===== src/logic/mtx_pkg.sv =====
// constants, field layout and types for the transmit association context
package mtx_pkg;

	// register byte addresses
	localparam logic [15:0] MTX_CAP_ADDR    = 16'hB000;
	localparam logic [15:0] MTX_CTRL_ADDR   = 16'hB004;
	localparam logic [15:0] MTX_SEL_ADDR    = 16'hB010;
	localparam logic [15:0] MTX_PN0_ADDR    = 16'hB018;
	localparam logic [15:0] MTX_PN1_ADDR    = 16'hB01C;
	localparam logic [15:0] MTX_KEY0_ADDR   = 16'hB020;
	localparam logic [15:0] MTX_KEY_IDX_MSK = 16'h000C;
	localparam int          MTX_KEY_IDX_LSB = 2;
	localparam int          MTX_KEY_WORDS   = 4;

	// tx_assoc_select fields
	localparam int MTX_AN0_LSB = 0;
	localparam int MTX_AN1_LSB = 2;
	localparam int MTX_SEL_BIT = 4;
	localparam int MTX_ACT_BIT = 5;

	// tx_protect_control fields
	localparam int          MTX_MODE_LSB    = 0;
	localparam int          MTX_INCDIS_BIT  = 2;
	localparam int          MTX_THR_LSB     = 8;
	localparam logic [23:0] MTX_THR_RST     = 24'h000007;
	localparam logic [7:0]  MTX_THR_LOW     = 8'hFF;

	// packet number limits
	localparam logic [31:0] MTX_PN_STOP     = 32'h0000FFFF;
	localparam logic [31:0] MTX_PN_LAST     = 32'h0000FFF0;
	localparam logic [31:0] MTX_PN_RST      = 32'h00000000;

	typedef enum logic [1:0] {
		MTX_MODE_OFF   = 2'h0,
		MTX_MODE_INTEG = 2'h1,
		MTX_MODE_ENC   = 2'h2,
		MTX_MODE_RSVD  = 2'h3
	} mtx_mode_t;

	typedef enum logic {
		MTX_IDLE = 1'h0,
		MTX_BUSY = 1'h1
	} mtx_fsm_t;

endpackage : mtx_pkg


===== src/logic/mtx_rst_sync.sv =====
// two-stage release of the asynchronous reset
`timescale 1ns/1ps
module mtx_rst_sync (
	input  wire logic clk,
	input  wire logic rst_b,
	output logic      rst_sync_b
);
	typedef struct packed {
		logic [1:0] stage;
	} mtx_rs_st_t;

	mtx_rs_st_t s_r;
	mtx_rs_st_t s_nxt;

	always_comb begin
		s_nxt = s_r;
		s_nxt.stage = {s_r.stage[0], 1'b1};
	end

	// assertion is immediate, release waits two edges
	always_ff @(posedge clk or negedge rst_b) begin
		if (!rst_b) begin
			s_r <= '0;
		end else begin
			s_r <= s_nxt;
		end
	end

	assign rst_sync_b = s_r.stage[1];

endmodule : mtx_rst_sync


===== src/logic/mtx_pn_counter.sv =====
// one packet-number register with load and single step
`timescale 1ns/1ps
module mtx_pn_counter
	import mtx_pkg::*;
#(
	parameter int W = 32
) (
	input  wire logic         clk,
	input  wire logic         rst_n,
	input  wire logic         load,
	input  wire logic [W-1:0] load_val,
	input  wire logic         step,
	output logic      [W-1:0] count
);
	typedef struct packed {
		logic [W-1:0] pn;
	} mtx_pc_st_t;

	mtx_pc_st_t s_r;
	mtx_pc_st_t s_nxt;

	// a software load wins: it is how a new association gets its start value
	always_comb begin
		s_nxt = s_r;
		if (load) begin
			s_nxt.pn = load_val;
		end else if (step) begin
			s_nxt.pn = s_r.pn + {{(W-1){1'b0}}, 1'b1};
		end
	end

	always_ff @(posedge clk or negedge rst_n) begin
		if (!rst_n) begin
			s_r.pn <= MTX_PN_RST[W-1:0];
		end else begin
			s_r <= s_nxt;
		end
	end

	assign count = s_r.pn;

endmodule : mtx_pn_counter


===== src/logic/mtx_tx_sa_control.sv =====
// transmit association context: select, packet numbers, key 0, register port
//
// How it works
// - two 2-bit association numbers; active one goes into frame header
// - select bit picks association 0 or 1, applied only at packet start
// - read-only active flag copies select bit at each packet boundary
// - one 32-bit packet number per association, active one goes into header
// - each packet sent advances its own association's packet number by one unless increments are disabled
// - exhaustion pulse when active packet number reaches the threshold
// - threshold is programmable upper 24 bits with low byte all ones
// - no packet is sent once packet number reached 0xFFFF
// - after sending packet number 0xFFF0 protection mode falls to off
// - mode 00 off, 01 integrity only, 10 encrypt plus integrity, 11 reserved
// - 128-bit key 0 written as four words, word 0 lowest bits
// - key words are write-only, reading them returns zero
// - a readable byte-wise XOR summary of the key checks programming
// - packet numbers stored and read, key words stored, without byte swapping
//
// Our own choice: strobed register access.
`timescale 1ns/1ps
module mtx_tx_sa_control
	import mtx_pkg::*;
#(
	parameter int AW = 16
) (
	input  wire logic          clk,
	input  wire logic          rst_b,
	input  wire logic [AW-1:0] reg_addr,
	input  wire logic [31:0]   reg_wdata,
	input  wire logic          reg_wr,
	input  wire logic          reg_rd,
	output logic      [31:0]   reg_rdata,
	input  wire logic          pkt_start,
	input  wire logic          pkt_done,
	output logic               tx_permit,
	output logic               frame_active,
	output logic               hdr_sa,
	output logic      [1:0]    hdr_an,
	output logic      [31:0]   hdr_pn,
	output logic      [127:0]  tx_key0,
	output logic      [1:0]    protect_mode,
	output logic               integ_en,
	output logic               encrypt_en,
	output logic               active_assoc_flag,
	output logic               pn_exhaustion_irq
);

	////////////////////////////////////////////////////////////////////////////
	// state

	typedef struct packed {
		logic [1:0]   an0;
		logic [1:0]   an1;
		logic         sel;
		logic         act;
		mtx_fsm_t     fsm;
		logic         frame_sa;
		logic [1:0]   hdr_an;
		logic [31:0]  hdr_pn;
		mtx_mode_t    mode;
		logic         inc_dis;
		logic [23:0]  thr;
		logic [127:0] key;
		logic [31:0]  rdata;
		logic         irq;
	} mtx_main_st_t;

	mtx_main_st_t s_r;
	mtx_main_st_t s_nxt;

	logic        rst_n;
	logic [31:0] pn0;
	logic [31:0] pn1;
	logic [31:0] pn_next_sa;
	logic [31:0] pn_frame;
	logic [31:0] pn_bumped;
	logic [31:0] thr_full;
	logic [7:0]  key_sum;
	logic        start_ok;
	logic        done_ok;
	logic        step0;
	logic        step1;
	logic        wr_pn0;
	logic        wr_pn1;
	logic        key_hit;

	mtx_rst_sync u_rst (
		.clk        (clk),
		.rst_b      (rst_b),
		.rst_sync_b (rst_n)
	);

	////////////////////////////////////////////////////////////////////////////
	// packet numbers

	assign wr_pn0 = reg_wr && (reg_addr == MTX_PN0_ADDR);
	assign wr_pn1 = reg_wr && (reg_addr == MTX_PN1_ADDR);

	// increment disable can freeze the counters
	assign done_ok = (s_r.fsm == MTX_BUSY) && pkt_done;
	assign step0   = done_ok && !s_r.inc_dis && (s_r.frame_sa == 1'b0);
	assign step1   = done_ok && !s_r.inc_dis && (s_r.frame_sa == 1'b1);

	mtx_pn_counter #(.W(32)) u_pn0 (
		.clk      (clk),
		.rst_n    (rst_n),
		.load     (wr_pn0),
		.load_val (reg_wdata),
		.step     (step0),
		.count    (pn0)
	);

	mtx_pn_counter #(.W(32)) u_pn1 (
		.clk      (clk),
		.rst_n    (rst_n),
		.load     (wr_pn1),
		.load_val (reg_wdata),
		.step     (step1),
		.count    (pn1)
	);

	assign pn_next_sa = s_r.sel ? pn1 : pn0;
	assign pn_frame   = s_r.frame_sa ? pn1 : pn0;
	assign pn_bumped  = pn_frame + 32'h00000001;
	assign thr_full   = {s_r.thr, MTX_THR_LOW};

	// a frame may only open while its number is below the stop value
	assign tx_permit = (pn_next_sa < MTX_PN_STOP);
	assign start_ok  = (s_r.fsm == MTX_IDLE) && pkt_start && tx_permit;

	////////////////////////////////////////////////////////////////////////////
	// key summary

	function automatic logic [7:0] mtx_xor_bytes(input logic [127:0] k);
		logic [7:0] acc;
		acc = 8'h00;
		for (int i = 0; i < 16; i++) begin
			acc = acc ^ k[i*8 +: 8];
		end
		return acc;
	endfunction : mtx_xor_bytes

	assign key_sum = mtx_xor_bytes(s_r.key);
	assign key_hit = (reg_addr & ~MTX_KEY_IDX_MSK) == MTX_KEY0_ADDR;

	////////////////////////////////////////////////////////////////////////////
	// next state

	always_comb begin
		s_nxt     = s_r;
		s_nxt.irq = 1'b0;

		// register writes
		if (reg_wr) begin
			case (reg_addr)
				MTX_SEL_ADDR: begin
					s_nxt.an0 = reg_wdata[MTX_AN0_LSB +: 2];
					s_nxt.an1 = reg_wdata[MTX_AN1_LSB +: 2];
					s_nxt.sel = reg_wdata[MTX_SEL_BIT];
				end
				MTX_CTRL_ADDR: begin
					s_nxt.mode    = mtx_mode_t'(reg_wdata[MTX_MODE_LSB +: 2]);
					s_nxt.inc_dis = reg_wdata[MTX_INCDIS_BIT];
					s_nxt.thr     = reg_wdata[MTX_THR_LSB +: 24];
				end
				default: begin
				end
			endcase
			if (key_hit) begin
				// stored as written, no byte reordering
				s_nxt.key[reg_addr[MTX_KEY_IDX_LSB +: 2]*32 +: 32] = reg_wdata;
			end
		end

		// frame sequencing; active flag only moves at a boundary
		case (s_r.fsm)
			MTX_IDLE: begin
				if (start_ok) begin
					s_nxt.fsm      = MTX_BUSY;
					s_nxt.act      = s_r.sel;
					s_nxt.frame_sa = s_r.sel;
					s_nxt.hdr_an   = s_r.sel ? s_r.an1 : s_r.an0;
					s_nxt.hdr_pn   = pn_next_sa;
				end
			end
			MTX_BUSY: begin
				// header fields hold for the whole frame
				if (pkt_done) begin
					s_nxt.fsm = MTX_IDLE;
					if (!s_r.inc_dis && (pn_bumped == thr_full)) begin
						s_nxt.irq = 1'b1;
					end
					// hardware clear wins over a same-cycle control write
					if (s_r.hdr_pn == MTX_PN_LAST) begin
						s_nxt.mode = MTX_MODE_OFF;
					end
				end
			end
			default: begin
				s_nxt.fsm = MTX_IDLE;
			end
		endcase

		// read data, valid in the cycle after the strobe only
		s_nxt.rdata = 32'h00000000;
		if (reg_rd) begin
			case (reg_addr)
				MTX_SEL_ADDR: begin
					s_nxt.rdata[MTX_AN0_LSB +: 2] = s_r.an0;
					s_nxt.rdata[MTX_AN1_LSB +: 2] = s_r.an1;
					s_nxt.rdata[MTX_SEL_BIT]      = s_r.sel;
					s_nxt.rdata[MTX_ACT_BIT]      = s_r.act;
				end
				MTX_CTRL_ADDR: begin
					s_nxt.rdata[MTX_MODE_LSB +: 2] = s_r.mode;
					s_nxt.rdata[MTX_INCDIS_BIT]    = s_r.inc_dis;
					s_nxt.rdata[MTX_THR_LSB +: 24] = s_r.thr;
				end
				MTX_PN0_ADDR: begin
					s_nxt.rdata = pn0;
				end
				MTX_PN1_ADDR: begin
					s_nxt.rdata = pn1;
				end
				MTX_CAP_ADDR: begin
					s_nxt.rdata[7:0] = key_sum;
				end
				default: begin
					// key words and unmapped addresses read zero
					s_nxt.rdata = 32'h00000000;
				end
			endcase
		end
	end

	always_ff @(posedge clk or negedge rst_n) begin
		if (!rst_n) begin
			s_r       <= '0;
			s_r.fsm   <= MTX_IDLE;
			s_r.mode  <= MTX_MODE_OFF;
			s_r.thr   <= MTX_THR_RST;
		end else begin
			s_r <= s_nxt;
		end
	end

	////////////////////////////////////////////////////////////////////////////
	// outputs

	assign reg_rdata         = s_r.rdata;
	assign frame_active      = (s_r.fsm == MTX_BUSY);
	assign hdr_sa            = s_r.frame_sa;
	assign hdr_an            = s_r.hdr_an;
	assign hdr_pn            = s_r.hdr_pn;
	assign tx_key0           = s_r.key;
	assign protect_mode      = s_r.mode;
	assign integ_en          = (s_r.mode == MTX_MODE_INTEG) || (s_r.mode == MTX_MODE_ENC);
	assign encrypt_en        = (s_r.mode == MTX_MODE_ENC);
	assign active_assoc_flag = s_r.act;
	assign pn_exhaustion_irq = s_r.irq;
endmodule : mtx_tx_sa_control


===== config.mk =====
export PLATFORM = sky130hd
export DESIGN_NAME = mtx_tx_sa_control
export DESIGN_NICKNAME = d
export VERILOG_FILES = /design/src/logic/mtx_pkg.sv /design/src/logic/mtx_rst_sync.sv /design/src/logic/mtx_pn_counter.sv /design/src/logic/mtx_tx_sa_control.sv
export SDC_FILE = /design/constraint.sdc
export NUM_CORES = 1
export LEC_CHECK = 0
export BUFFER_PORTS_ARGS = -buffer_cell sky130_fd_sc_hd__buf_2
export CELL_PAD_IN_SITES_DETAIL_PLACEMENT = 1
export CELL_PAD_IN_SITES_GLOBAL_PLACEMENT = 1
export CORE_AREA = 5 5 195 197
export DETAILED_ROUTE_END_ITERATION = 12
export DIE_AREA = 0 0 200 202
export GPL_TIMING_DRIVEN = 0
export PLACE_DENSITY_LB_ADDON = 0.1
export SLEW_MARGIN = 10
export SYNTH_ARGS = -nofsm -noshare
export SYNTH_HDL_FRONTEND = slang
export SYNTH_SLANG_ARGS = --single-unit

===== constraint.sdc =====
create_clock -name clk -period 23.4 [get_ports clk]
set_input_delay 4.68 -clock clk [delete_from_list [all_inputs] [get_ports clk]]
set_output_delay 4.68 -clock clk [all_outputs]
set_load 0.005 [all_outputs]

# Yosys cells after proc, flatten, opt, wreduce, memory -nomap -nowiden
# Index checks and enable logic that the tools add are counted.
# op_classes
addsub	4
n_lt_le_gt_ge	1
eq_ne	10
shift	2
muxes	25
bitwise	17
n_reduce_logical	17
# ops
op	n
$mux W32	7
$mux W155	1
$bwmux W128	1
$mux W128	1
$shift A32 B34 Y128 const A	1
$shiftx A32 B34 Y128	1
$xor A8 B8 Y8	15
$add A32 B1 Y32 const B	3
$eq A16 B16 Y1 const B	5
$pmux W24 S3	1
$mux W36	1
$neg A7 Y34	1
$eq A32 B16 Y1 const B	1
$eq A32 B32 Y1	1
$lt A32 B16 Y1 const B	1
$mux W27	1
$pmux W3 S5	1
$eq A14 B14 Y1 const B	1
$pmux W3 S4	1
$logic_and A1 B1 Y1	9
$mux W2	4
$reduce_and A2 Y1	4
$pmux W2 S3	1
$mux W1	4
7 further kinds	9
# totals
regBits	295
input_bits	54
out_inout_bits	203

# Longest topological paths before layout
# depth
depth_word	17
ltp_mapped	11
depth_no_buf	8

# By module
# From an unflattened synthesis, not the netlist that was laid out.
# unflattened
hier_cells	1845
area_unflattened_um2	17331.6
# by_module_without_submodules
mod	n_inst	cells_each	area_each_um2	seq_area_each_um2
mtx_tx_sa_control	1	1404	13344.0	5734.2
mtx_pn_counter	2	219	1966.9	800.8
mtx_rst_sync	1	3	53.8	50.0

# Worst setup path before layout
# No wires, ideal clock.
# synth_timing
path_kind	input-to-reg
from	input port pkt_done
to	register s_r, in the netlist pn_exhaustion_irq
setup_time_ns	0.111
arrival_ns	6.462
t_required_ns	23.289
slack_ns	16.827
path_stages	8
path_buffers	0
cell_sequence	nand2_1 a2111oi_0 and3_1 nand4_1 a211oi_1 o211ai_1 or4_1 a2111oi_2
# synth_lines
element	line_no	rtl
from (decl)	mtx_tx_sa_control.sv:34	input wire logic pkt_done,
to (signal assigned)	mtx_tx_sa_control.sv:243	s_r <= s_nxt;
to (decl)	mtx_tx_sa_control.sv:68	mtx_main_st_t s_r;

# Worst setup path after layout
# layout_timing
from	register u_pn1.s_r, in the netlist u_pn1.count[20]
to	output port tx_permit
# layout_via
elab_chain_cells	2
# layout_lines
element	line_no	rtl
from (decl)	mtx_pn_counter.sv:19	mtx_pc_st_t s_r;
from (signal assigned)	mtx_pn_counter.sv:36	s_r <= s_nxt;
$mux W32	mtx_tx_sa_control.sv:122	assign pn_next_sa = s_r.sel ? pn1 : pn0;
$lt A32 B16 Y1	mtx_tx_sa_control.sv:128	assign tx_permit = (pn_next_sa < MTX_PN_STOP);
to (decl)	mtx_tx_sa_control.sv:35	output logic tx_permit,
# Every way passes these cells.

==> impl_metrics.csv <==
group,metric,value,unit
die,die_w,200,um
clock_tree,postCtsSetupRepairBufs,0,
clock_tree,cts_max_level,2,
critical_path,cp-start-kind,"register",
finish,fill_cells,4284,
critical_path,cpPeakStageDelay,0.68,ns
power_and_ir_drop,ir_worst_vdd,0.04462,mV
run,cap_violations,0,
clock_tree,clk_latency,0.53,ns
drt,drtIter0Drc,1112,
global_routing,grt_usage,30.24,%
drt,ant_nets,0,
global_routing,grt.met2_usage,50.51,%
drt,drc,0,
critical_path,end_kind,"output pin",
timing,timing.fmax,0.1328,GHz
finish,nets,2180,
place,io_buffers,252,
yosys,syn_avg_cell_area,9.154,sq um
yosys,yosys_register_bits,295,
clock_tree,cts_sinks,295,
global_routing,antenna_found_initial,4,
finish,final_core_util,55.02,%
timing,slew_viol_final,0,
yosys,synth_edf_count,0,
critical_path,path_buf_inv,2,
die,rows,70,
timing,rsz0062_at_grt,"no",
clock_tree,cts_made_buffers,35,
clock_tree,clock_path_buffers,3,
die,ioPinCount,257,
global_routing,grt_max_degree,64,
yosys,netlist_top_cells_count,"nand2_1, dfrtp_1, buf_4, xnor2_1, o21ai_0",
timing,setup_slack,15.87,ns
timing,finalSetupViolCount,0,
power_and_ir_drop,p_leak,9.337,nW
yosys,synth_cell_types,63,
yosys,yosysMostFrequentCell,"nand2_1",
yosys,yosysSeqAreaShare,44.26,%
place,post-dp-hpwl,45950,um
critical_path,path_common_cell,"buf_2",
finish,drive_gt1_share,27.04,%
yosys,synth_area_leader_cell,"dfrtp_1",
finish,multi_input_area,7342,sq um
drt,viasPerCell,5.567,
place,place_ws,15.60,ns
critical_path,r2r_setup_slack,19.45,ns
finish,fin_cells,2609,
finish,regArea,7390,sq um
clock_tree,cts_tree,"yes",
die,start_util,46.25,%
critical_path,slowest_stage,"or4b_2",
yosys,synthArstFlopShare,100.0,%
critical_path,cp_max_fo,8,
finish,diodes,0,
yosys,yosysWarnings,0,
critical_path,r2r-end,"u_pn1.count[18]",
drt,wirelength,61720,um
critical_path,arrival,2.85,ns
timing,setup_tns,0,ns
drt,detailroute.via_count,14524,
timing,relSlewSlack,22.44,%
power_and_ir_drop,pwr_density_cell,56.45,nW/um^2
clock_tree,clk_pin_slew,0.07,ns
global_routing,grt_pass1_wl,94070,um
place,dp.cells,2549,
critical_path,r2r-start,"hdr_sa",
run_status,outcome,"complete, no violations",
critical_path,path_cells,"buf_2 -> or4b_2 -> o22ai_1 -> nand4_1 -> nor3_1 -> buf_2",
critical_path,critPathKind,"register to output pin",
critical_path,rr_worst_depth,10,
timing,finalCriticalPeriod,7.529,ns
yosys,synth_fp_nets,1885,
global_routing,met1_usage,40.52,%
yosys,syn_area,16690,sq um
die,die_area,40400,sq um
place,place.gp.congestion,0.8980,
drt,drt_pass1_iterations,6,
finish,synthToLayoutAreaGrowth,18.98,%
yosys,yosysTopAreaCellShare,43.78,%
die,die_h,202,um
drt,drt-wirelength-per-cell,23.65,um
clock_tree,clockRootBuffer,"clkbuf_16",
die,coreArea,36080,sq um
clock_tree,cts_resized,0,
finish,final_cell_area,19860,sq um
timing,clock_skew,0.01711,ns
yosys,ys.flop_type,"dfrtp_1",
timing,hold_viol,0,
yosys,synth_area_leaders,"dfrtp_1, buf_4, xnor2_1",
critical_path,cpLargestDelayFamily,"simple AND/OR/NAND/NOR gates",
timing,min_period_over_period,32.18,%
clock_tree,cts_hold_buffers,0,
place,placed_cell_area,18680,sq um
global_routing,use_met3,4.967,%
timing,worst_slew_pin_slew,1.153,ns
global_routing,grt_pass1_vias,15467,
global_routing,overflow,0,
global_routing,top_usage_layer,"met2",
critical_path,crit_cells,6,
yosys,syn_inst,1823,
min_path,min_path_type,"register to async pin",
critical_path,cp.required,18.72,ns
-- stage by stage --
step / hold slack [ns] / power [W]
after global placement: 0.3373 / 0.0005626
after CTS: 0.3670 / 0.001128
after floorplan: 0.3312 / 0.0005379
after global routing: 0.3893 / 0.001156
final: 0.3633 / 0.001121
after detailed placement: 0.3530 / 0.0005665
-- cells in the final DEF, fill, tap and decap left out, types with 9 or more instances in the layout --
master and instances:
nand3_1 34, nand2_1 331, clkbuf_16 37, mux2_2 32
mux2i_1 48, xnor2_1 155, buf_4 199, inv_1 12
a21oi_1 74, clkbuf_1 98, buf_2 260, nor4_1 11
a222oi_1 32, clkbuf_8 10, and2_1 22, and3_1 10
o21ai_0 154, xor2_1 51, nor3_1 24, dfrtp_1 291
nor2_1 113, nor3b_1 9, nand4_1 21
-- layer usage --
layer	wire, um	vias up	share of wire [%]
met5	35	-	0.057
met3	3779	116	6.1
met4	2028	8	3.3
li1	-	6524	-
met2	30140	511	49
met1	25730	7365	42
-- power by group --
part	leakage [nW]	internal (W)	switching (W)
clock	0.580	0.000342	0.000222
combinational	4.66	0.00000958	0.0000341
sequential	4.09	0.000511	0.00000271
-- worst max-delay path by stage --
stage,from,end
2_1_floorplan,u_rst.s_r[1],async pin
3_3_place_gp,u_rst.s_r[1],hdr_pn[27]
3_5_place_dp,reg_addr[9],u_pn1.count[24]
4_1_cts,u_pn1.count[20],tx_permit
5_1_grt,u_pn1.count[20],tx_permit
6_report,u_pn1.count[20],tx_permit
-- cells by family (layout without fill, tap and decap cells) --
family | count (synthesis) | in the layout | share of synthesized area, %
AO/OA/AOI/OAI | 287 | 287 | 10.08
XOR/XNOR | 206 | 206 | 10.81
adder cells (fa/ha/maj) | 8 | 8 | 0.5998
buffers and inverters | 316 | 634 | 11.78
flip-flops | 295 | 295 | 44.26
multiplexers | 82 | 82 | 5.256
other | 1 | 1 | 0.02247
AND/OR/NAND/NOR | 628 | 628 | 17.19
-- final cells by class --
type                            instances  area share (%)
Buffer                                304           9.673
Clock buffer                           54           5.489
Clock inverter                          6          0.4222
Inverter                               12          0.2269
Multi-Input combinational cell       1212           36.98
Sequential cell                       295           37.22
Tap cell                              468           2.949
Timing Repair Buffer                  258           7.045
No activity file was read; power rests on OpenSTA's default activity.
